File: config.mk
export PLATFORM = sky130hd
export DESIGN_NAME = uart_baud_autobaud_config
export DESIGN_NICKNAME = d
export VERILOG_FILES = /design/src/shared/uart_pkg.sv /design/src/design/uart_baud_autobaud_config.sv
export SDC_FILE = /design/constraint.sdc
export NUM_CORES = 1
export LEC_CHECK = 0
export BUFFER_PORTS_ARGS = -buffer_cell sky130_fd_sc_hd__buf_2
export CAP_MARGIN = 20
export CORE_MARGIN = 2
export CORE_UTILIZATION = 40
export CTS_CLUSTER_SIZE = 25
export DETAILED_ROUTE_END_ITERATION = 10
export GPL_TIMING_DRIVEN = 0
export PLACE_DENSITY = 0.55
export SYNTH_ARGS = -nofsm -noshare
export SYNTH_HDL_FRONTEND = slang
export SYNTH_SLANG_ARGS = --single-unit
export TNS_END_PERCENT = 10
File: constraint.sdc
create_clock -name mclk -period 3 [get_ports mclk]
set_clock_uncertainty 0.2 [all_clocks]
set_input_delay 0.9 -clock mclk [delete_from_list [all_inputs] [get_ports mclk]]
set_output_delay 0.9 -clock mclk [all_outputs]
set_load 0.05 [all_outputs]
File: src/shared/uart_pkg.sv
// Package with register map, field positions and timing constants of the serial port
package uart_pkg;

  // ------------------------------------------------------------
  // Register indices (byte address is four times the index)
  // ------------------------------------------------------------
  localparam logic [3:0] IDX_CONTROL = 4'h0;
  localparam logic [3:0] IDX_STATUS = 4'h1;
  localparam logic [3:0] IDX_BAUD_CTRL = 4'h2;
  localparam logic [3:0] IDX_DIV_HIGH = 4'h3;
  localparam logic [3:0] IDX_DIV_LOW = 4'h4;
  localparam logic [3:0] IDX_TX_BUF = 4'h5;
  localparam logic [3:0] IDX_RX_BUF = 4'h6;
  localparam logic [3:0] IDX_INT_CTRL = 4'h7;

  // ------------------------------------------------------------
  // Field positions
  // ------------------------------------------------------------
  // Control register
  localparam int CTL_SERIAL_EN = 7;
  localparam int CTL_TX_EN = 6;
  localparam int CTL_TX_NINE = 5;
  localparam int CTL_TX_NINTH = 4;
  // Status register
  localparam int STA_RX_NINTH = 7;
  localparam int STA_PARITY_ERR = 6;
  localparam int STA_FRAME_ERR = 5;
  localparam int STA_OVERRUN = 4;
  localparam int STA_RX_IDLE = 3;
  localparam int STA_SHIFT_EMPTY = 2;
  localparam int STA_ABD_OVF = 1;
  // Receive and baud control register
  localparam int BC_RX_EN = 7;
  localparam int BC_RX_NINE = 6;
  localparam int BC_ADDR_DET = 5;
  localparam int BC_AUTOBAUD = 4;
  localparam int BC_WAKEUP = 3;
  // Interrupt control register
  localparam int IC_GLOBAL_EN = 7;
  localparam int IC_TX_IE = 6;
  localparam int IC_RX_IE = 5;
  localparam int IC_TX_FLAG = 1;
  localparam int IC_RX_FLAG = 0;

  // ------------------------------------------------------------
  // Reset values and counts
  // ------------------------------------------------------------
  localparam logic [12:0] DIVISOR_RESET = 13'h0000;
  localparam int DIV_WIDTH = 13;
  localparam int TICKS_PER_BIT = 4;
  localparam int AUTOBAUD_BITS = 8;

  // Bus request carried as one group
  typedef struct packed {
    logic cyc;
    logic stb;
    logic we;
    logic [3:0] sel;
    logic [3:0] adr;
    logic [31:0] dat;
  } wb_req_s;

endpackage : uart_pkg
File: src/design/uart_baud_autobaud_config.sv
// Serial port with baud generator, automatic baud detection and register file
// Functional notes
// - Thirteen-bit baud divisor runs independent timer
// - Bit rate is clock over 4(n+1)
// - Receive pin sampled at bit centre
// - Autobaud needs wakeup off, autobaud on
// - Start edge begins measurement of 055H
// - Measured divisor written to divisor registers
// - Measurement counter wrap sets overflow flag
// - Overflow cleared by writing zero or disabling
// - Overflow leaves autobaud enable set
// - Transmit empty flag high after reset
// - Interrupts gated by own and global enable
// - Serial enable gates transmit and receive
// - Nine-bit transmit sends ninth-bit control
// - Buffer write with transmit enable starts sending
// - Ninth received bit goes to status
// - Clearing receive enable clears framing error
// - Address detect mode sets receive-complete flag
// - Software clears address detect after address
// - Bad stop bit flags framing error
// - Unread byte overwritten flags overrun
// - Frame: start, 8 or 9 bits, stop
// - LSB first, shared format and rate
//
// The address map and the Wishbone interface to the registers were decided locally.
`timescale 1ns/100ps
module uart_baud_autobaud_config
  import uart_pkg::*;
#(
  parameter int DIVW = 13
) (
  input wire logic mclk,
  input wire logic nrst,
  input wire uart_pkg::wb_req_s wbReq,
  output logic [31:0] wbDatO,
  output logic wbAck,
  output logic serialTx,
  input wire logic serialRx,
  output logic txIrq,
  output logic rxIrq
);

  // ------------------------------------------------------------
  // Parameter check
  // ------------------------------------------------------------
  // Field positions and the autobaud scaling are fixed to a 13-bit divisor
  if (DIVW != DIV_WIDTH) begin : g_bad_divw
    $error("Divisor width must be 13");
  end

  // ------------------------------------------------------------
  // State
  // ------------------------------------------------------------
  typedef enum logic [1:0] {TX_IDLE, TX_SHIFT} tx_e;
  typedef enum logic [1:0] {RX_IDLE, RX_SHIFT, RX_ABD} rx_e;

  typedef struct packed {
    logic ack;
    logic [31:0] rdata;
    logic [7:0] ctl;
    logic [7:0] bc;
    logic [2:0] ie;
    logic [12:0] divisor;
    logic [12:0] divCnt;
    logic [1:0] rxSync;
    logic rxPrev;
    tx_e txState;
    logic [7:0] txBuf;
    logic txFull;
    logic [9:0] txShift;
    logic [3:0] txBits;
    logic [1:0] txPh;
    logic txLine;
    logic txFlag;
    rx_e rxState;
    logic [1:0] rxPh;
    logic [3:0] rxBits;
    logic [8:0] rxShift;
    logic [7:0] rxBuf;
    logic rxNinth;
    logic rxFull;
    logic parErr;
    logic frameErr;
    logic overrun;
    logic autobaud_overflow_flag;
    // Eight bit times are 32 counts per divisor unit; 18 bits hold 8192 units
    logic [17:0] abdCnt;
    logic [3:0] abdEdges;
  } state_s;

  state_s r, nx;
  logic tick;
  logic wr, rd;

  // Four sub-ticks per bit, each after divisor+1 clocks
  function automatic logic div_tick(input logic [12:0] cnt);
    return cnt == 13'h0000;
  endfunction : div_tick

  // ------------------------------------------------------------
  // Bus decode
  // ------------------------------------------------------------
  // A request is taken once; the cycle that carries ack never acts again
  assign wr = wbReq.cyc & wbReq.stb & wbReq.we & ~r.ack;
  assign rd = wbReq.cyc & wbReq.stb & ~wbReq.we & ~r.ack;
  assign tick = div_tick(r.divCnt);

  // ------------------------------------------------------------
  // Next-state logic
  // ------------------------------------------------------------
  always_comb begin
    logic serEn;
    logic rxBit;
    logic lastBit;
    logic rxDone;
    logic ovfSet;
    serEn = 1'b0;
    rxBit = 1'b0;
    lastBit = 1'b0;
    // Set events of this cycle, so that a software clear cannot swallow them
    rxDone = 1'b0;
    ovfSet = 1'b0;
    nx = r;
    serEn = r.ctl[CTL_SERIAL_EN];
    rxBit = r.rxSync[1];
    nx.ack = (wbReq.cyc & wbReq.stb) & ~r.ack;
    nx.rxSync = {r.rxSync[0], serialRx};
    nx.rxPrev = rxBit;

    if (tick) begin
      nx.divCnt = r.divisor;
    end else begin
      nx.divCnt = r.divCnt - 13'h0001;
    end

    // Transmitter
    // serial enable gates transmit
    case (r.txState)
      TX_IDLE: begin
        nx.txLine = 1'b1;
        if (r.txFull && serEn && r.ctl[CTL_TX_EN]) begin
          // ninth bit taken from the control register
          nx.txShift = {1'b1, r.ctl[CTL_TX_NINTH], r.txBuf};
          nx.txBits = r.ctl[CTL_TX_NINE] ? 4'hA : 4'h9;
          nx.txLine = 1'b0;
          nx.txPh = 2'h0;
          nx.txFull = 1'b0;
          nx.txState = TX_SHIFT;
          if (!r.ctl[CTL_TX_NINE]) begin
            nx.txShift = {1'b1, 1'b1, r.txBuf};
          end
        end
      end
      TX_SHIFT: begin
        if (tick) begin
          nx.txPh = r.txPh + 2'h1;
          if (r.txPh == 2'h3) begin
            if (r.txBits == 4'h0) begin
              nx.txState = TX_IDLE;
              nx.txLine = 1'b1;
            end else begin
              nx.txLine = r.txShift[0];
              nx.txShift = {1'b1, r.txShift[9:1]};
              nx.txBits = r.txBits - 4'h1;
            end
          end
        end
      end
      default: nx.txState = TX_IDLE;
    endcase
    nx.txFlag = ~nx.txFull;

    // Receiver and autobaud
    // Count 0 is the start bit, so the stop bit follows 8 or 9 data samples
    lastBit = r.bc[BC_RX_NINE] ? (r.rxBits == 4'hA) : (r.rxBits == 4'h9);
    case (r.rxState)
      RX_IDLE: begin
        if (serEn && r.bc[BC_RX_EN] && r.rxPrev && !rxBit) begin
          if (r.bc[BC_AUTOBAUD] && !r.bc[BC_WAKEUP]) begin
            nx.rxState = RX_ABD;
            nx.abdCnt = 16'h0000;
            nx.abdEdges = 4'h0;
          end else begin
            nx.rxState = RX_SHIFT;
            nx.rxPh = 2'h0;
            nx.rxBits = 4'h0;
          end
        end
      end
      RX_SHIFT: begin
        if (tick) begin
          nx.rxPh = r.rxPh + 2'h1;
          if (r.rxPh == 2'h1) begin
            nx.rxBits = r.rxBits + 4'h1;
            if (r.rxBits == 4'h0) begin
              if (rxBit) nx.rxState = RX_IDLE;
            end else if (lastBit) begin
              nx.rxState = RX_IDLE;
              nx.frameErr = ~rxBit;
              if (r.rxFull) nx.overrun = 1'b1;
              // ninth bit to status
              // Nine-bit frames leave the data byte one place lower in the shifter
              nx.rxBuf = r.bc[BC_RX_NINE] ? r.rxShift[7:0] : r.rxShift[8:1];
              nx.rxNinth = r.bc[BC_RX_NINE] ? r.rxShift[8] : 1'b0;
              // with address detect off the ninth bit is judged as parity
              nx.parErr = r.bc[BC_RX_NINE] & ~r.bc[BC_ADDR_DET] &
                          (^r.rxShift[8:0]);
              nx.rxFull = 1'b1;
              rxDone = 1'b1;
            end else begin
              nx.rxShift = {rxBit, r.rxShift[8:1]};
            end
          end
        end
      end
      RX_ABD: begin
        // count clocks over the calibration character
        nx.abdCnt = r.abdCnt + 18'h00001;
        // wrap of the 13-bit measurement
        // In divisor units the count wraps from 1FFF to 0 as all 18 bits roll over
        if (r.abdCnt == 18'h3FFFF) begin
          ovfSet = 1'b1;
          nx.autobaud_overflow_flag = 1'b1;
        end
        if (r.rxPrev != rxBit) begin
          nx.abdEdges = r.abdEdges + 4'h1;
        end
        // Eighth edge after the start edge: the fall into the last data bit of 055H,
        // eight bit times on; both edges pass the same synchroniser delay
        if (r.rxPrev != rxBit && r.abdEdges == 4'h7) begin
          nx.rxState = RX_IDLE;
          // result into divisor, scaled by 4*8
          nx.divisor = nx.abdCnt[17:5] - 13'h0001;
          nx.divCnt = nx.divisor;
        end
        if (!r.bc[BC_AUTOBAUD]) nx.rxState = RX_IDLE;
      end
      default: nx.rxState = RX_IDLE;
    endcase

    // Register writes
    if (wr) begin
      case (wbReq.adr)
        IDX_CONTROL: nx.ctl = wbReq.dat[7:0];
        IDX_BAUD_CTRL: begin
          nx.bc = wbReq.dat[7:0];
          // clearing receive enable clears framing and overrun errors
          // An error raised by a frame ending in this very cycle survives the clear
          if (!wbReq.dat[BC_RX_EN]) begin
            nx.frameErr = rxDone & ~rxBit;
            nx.overrun = rxDone & r.rxFull;
          end
          if (!wbReq.dat[BC_AUTOBAUD]) nx.autobaud_overflow_flag = ovfSet;
        end
        IDX_STATUS: begin
          // enable untouched by the flag
          // A wrap in the same cycle wins over the clear
          if (!wbReq.dat[STA_ABD_OVF]) nx.autobaud_overflow_flag = ovfSet;
        end
        IDX_DIV_HIGH: begin
          nx.divisor = {wbReq.dat[4:0], r.divisor[7:0]};
          nx.divCnt = nx.divisor;
        end
        IDX_DIV_LOW: begin
          nx.divisor = {r.divisor[12:8], wbReq.dat[7:0]};
          nx.divCnt = nx.divisor;
        end
        IDX_TX_BUF: begin
          nx.txBuf = wbReq.dat[7:0];
          nx.txFull = 1'b1;
          nx.txFlag = 1'b0;
        end
        IDX_INT_CTRL: nx.ie = wbReq.dat[7:5];
        default: ;
      endcase
    end

    // Reads; receive buffer read releases the complete flag
    nx.rdata = 32'h0000_0000;
    if (rd) begin
      case (wbReq.adr)
        IDX_CONTROL: nx.rdata[7:0] = r.ctl;
        IDX_STATUS: nx.rdata[7:0] = {r.rxNinth, r.parErr, r.frameErr, r.overrun,
                                     (r.rxState == RX_IDLE), (r.txState == TX_IDLE) & ~r.txFull,
                                     r.autobaud_overflow_flag, 1'b0};
        IDX_BAUD_CTRL: nx.rdata[7:0] = r.bc;
        IDX_DIV_HIGH: nx.rdata[7:0] = {3'h0, r.divisor[12:8]};
        IDX_DIV_LOW: nx.rdata[7:0] = r.divisor[7:0];
        IDX_TX_BUF: nx.rdata[7:0] = r.txBuf;
        IDX_RX_BUF: begin
          nx.rdata[7:0] = r.rxBuf;
          // New byte in the same cycle wins over the read clear
          nx.rxFull = rxDone;
        end
        IDX_INT_CTRL: nx.rdata[7:0] = {r.ie, 3'h0, r.txFlag, r.rxFull};
        default: nx.rdata = 32'h0000_0000;
      endcase
    end
  end

  // ------------------------------------------------------------
  // State register
  // ------------------------------------------------------------
  always_ff @(posedge mclk or negedge nrst) begin
    if (!nrst) begin
      r <= '0;
      r.divisor <= DIVISOR_RESET;
      r.rxSync <= 2'h3;
      r.rxPrev <= 1'b1;
      r.txLine <= 1'b1;
      // transmit empty flag high after reset
      r.txFlag <= 1'b1;
      r.txState <= TX_IDLE;
      r.rxState <= RX_IDLE;
    end else begin
      r <= nx;
    end
  end

  // ------------------------------------------------------------
  // Outputs
  // ------------------------------------------------------------
  // Bus and serial outputs come straight from the state register; the interrupts are ANDs of register bits
  assign wbAck = r.ack;
  assign wbDatO = r.rdata;
  assign serialTx = r.txLine;
  // gated by own and global enable
  assign txIrq = r.ie[2] & r.ie[1] & r.txFlag;
  assign rxIrq = r.ie[2] & r.ie[0] & r.rxFull;

endmodule : uart_baud_autobaud_config

==> qor.csv <==
stage;metric;value;unit
run_status;outcome;finished, final reports clean;
clock_network;CTS Buffer Depth;2;
global_routing;GRT Overall Usage;20.79;%
detailed_routing;final WL;19850;um
detailed_routing;drt wl/cell;17.74;um
worst_hold_path;Hold Path Class;flop to flop;
global_routing;first-pass GRT wire length;32360;um
synthesis;ys flop type;dfrtp_1;
worst_hold_path;hold worst-path end;nx[82];
power;leak pwr;0.004058;uW
synthesis;Syn Inst Count;802;
critical_path;Crit Path Max Fanout;10;
placement;routability cong.;0.9216;
detailed_routing;Top Metal Used;met4;
die;Die Ht;142.4;um
detailed_routing;via count;6059;
critical_path;CP Launch Type;flop;
synthesis;Syn. warnings;0;
critical_path;CP cell instances;nor4_4 > nand4bb_4 > nor4_4 > buf_2 > nand3_1 > nor4_2 > xnor2_1 > nand2_1;
critical_path;buffer and inverter count on the worst path;1;
critical_path;crit path capture type;flop;
die;core box area;18770;um2
synthesis;most common cell in the netlist;dfrtp_1;
timing;period utilization;95.16;%
synthesis;largest cells by area after synthesis;dfrtp_1, nand2_1, mux2_2, xnor2_1, buf_4;
critical_path;CP delay by family, top;simple AND/OR/NAND/NOR gates;
synthesis;number of synthesized flops with an enable pin;0;
global_routing;vias in the first global route;5824;
clock_network;CTS tree;yes;
clock_network;Clock Pin Slew Worst Setup and Hold Paths;0.06;ns
timing;Final Hold Fails;0;
global_routing;global route total overflow;0;
placement;DP Worst Slack;-0.5471;ns
timing;crit path time final;2.855;ns
critical_path;Critical Path Max Stage Delay;0.44;ns
die;io pins;82;
clock_network;clk_lat worst skew;0.43;ns
synthesis;mean area per synthesized cell;9.552;um2
worst_hold_path;min-delay src;nx[84];
finish;final non-filler cell area;8876;um2
global_routing;initial antenna violation count;0;
timing;endpoints failing setup;0;
synthesis;Post-synth top cells;dfrtp_1, nand2_1, nor2_1;
synthesis;Synth Cell Area;7661;um2
clock_network;clock buffer count from CTS;17;
power;Worst VDD drop;387.5;uV
synthesis;sequential fraction of the synthesis area;45.16;%
detailed_routing;1st-pass router iterations;5;
finish;share of layout cells above drive strength 1;18.31;%
placement;I/O Buffers;27;
detailed_routing;Met3 Routed Length;792;um
detailed_routing;post-route ant nets;0;
critical_path;critical path type;flop to flop;
timing;Final Worst Setup Slack;0.1451;ns
die;Die W;142.4;um
synthesis;Yosys cell types;71;
timing;Slew Limit Fails;0;
timing;Setup TNS Final;0;ns
critical_path;reg2reg end;r[60];
critical_path;FF-to-FF Start;r[87];
critical_path;r2r worst-path depth;8;
power;PD cells;601.4;nW/um2
synthesis;Post-synth ARST share;100.0;%
placement;Post-DP HPWL;14660;um
synthesis;top cell type's share of synthesized area;43.44;%
detailed_routing;initial DRC count;463;
detailed_routing;drt drc;0;
finish;Syn-to-layout area delta;15.86;%
finish;Nets;928;
detailed_routing;Vias/cell;5.415;
detailed_routing;routed length on met2;9079;um
die;Starting Density;40.82;%
global_routing;largest net degree at the start of global routing;78;
die;row count;50;
finish;ANT cells;0;
detailed_routing;WL met1;9563;um
worst_hold_path;hold path depth;0;
run;Max-cap violations;0;
critical_path;CP most frequent cell;nor4_4;
die;Die Area;20280;um2
critical_path;WP data arrival;2.95;ns
timing;RSZ-0062 raised after global routing;yes;
timing;Fmax;350.3;MHz
synthesis;Yosys reg bits;138;
timing;Worst slew margin;41.99;%
critical_path;Crit-path slowest cell;dfrtp_1;
clock_network;depth of the CTS H-tree;4;
critical_path;WP data required;3.09;ns
synthesis;largest area contributor in the netlist;dfrtp_1;
clock_network;clk root buf;clkbuf_16;
placement;DP Area;8209;um2
timing;worst slew pin tran;0.8623;ns
critical_path;register-to-register setup slack;0.15;ns
clock_network;CTS Sinks;138;
[cells by family after synthesis]
group | synth area share [%]
other | 0.04895
AND/OR/NAND/NOR | 19.27
flip-flops | 45.16
buffers and inverters | 6.533
multiplexers | 7.856
AO/OA/AOI/OAI | 14.36
XOR/XNOR | 5.145
adder cells (fa/ha/maj) | 1.633
[cells in the final DEF, fill, tap and decap left out, drive strengths merged, types with 26 or more instances in the layout]
master and n:
buf 71, clkbuf 50, dfrtp 133, inv 26
mux2 37, nand2 106, nand3 34, nor2 49
o21ai 63, xnor2 30
[layout make-up]
class / count / area (um2)
Clock inverter: 13 / 142.6
Multi-Input combinational cell: 590 / 3857
Fill cell: 1814 / 9892
Buffer: 72 / 409.1
Sequential cell: 138 / 3461
Clock buffer: 19 / 442.9
Timing Repair Buffer: 30 / 183.9
Tap cell: 234 / 292.8
Inverter: 23 / 86.33
[registers in the layout (all words and copies together), names as in the netlist]
signal / cells
wbAck: 1
r: 126
wbDatO: 8
serialTx: 1
nx: 2
[metal layers]
layer  GRT usage, %  vias up
met5              0        -
met4          6.305        0
met3          3.903       26
met2          32.57      134
met1          29.38     2936
li1               -     2963
[through the flow]
step	hold WS, ns	cells	utilization, %	power [uW]
2_1_floorplan	0.1452	825	-	2965
3_3_place_gp	0.1464	1086	43.56	3261
3_5_place_dp	0.1517	1087	43.74	3273
4_1_cts	0.1605	1120	47.03	5380
5_1_grt	0.1633	1119	47.29	5610
6_report	0.1580	1119	47.29	5338
[what timing repair did]
item / 4_1_cts / 5_1_grt
hold buffers: 0 / 0
endpoints found under the setup margin: 13 / 32
hold endpoints to repair: 0 / 0
buffers inserted: 1 / 1
resized for setup: 6 / 11
pin swaps: 2 / 4
[worst reg2reg max path: stages, from the launching register on]
cell and delay [ns]:
dfrtp_1 0.44, nor4_4 0.41, nand4bb_4 0.23, nor4_4 0.43
buf_2 0.36, nand3_1 0.23, nor4_2 0.22, xnor2_1 0.15
nand2_1 0.06
[where the power goes]
part	switching, uW	internal [uW]	leakage [uW]
logic	575	403	0.00193
registers	213	2060	0.00184
clock network	833	1250	0.000284
total	1620	3720	0.00406
[how the worst max path moves through the flow]
stage	from	end	slack (ns)	cells past startpoint
2_1_floorplan	wbReq[32]	r[110]	0.16	8
3_3_place_gp	nrst	r[41]	-1.23	1
3_5_place_dp	wbReq[33]	r[110]	-0.55	9
4_1_cts	r[4]	r[93]	0.02	13
5_1_grt	r[87]	r[60]	-0.009	8
6_report	r[87]	r[60]	0.15	8
(Power assumes the default switching activity.)
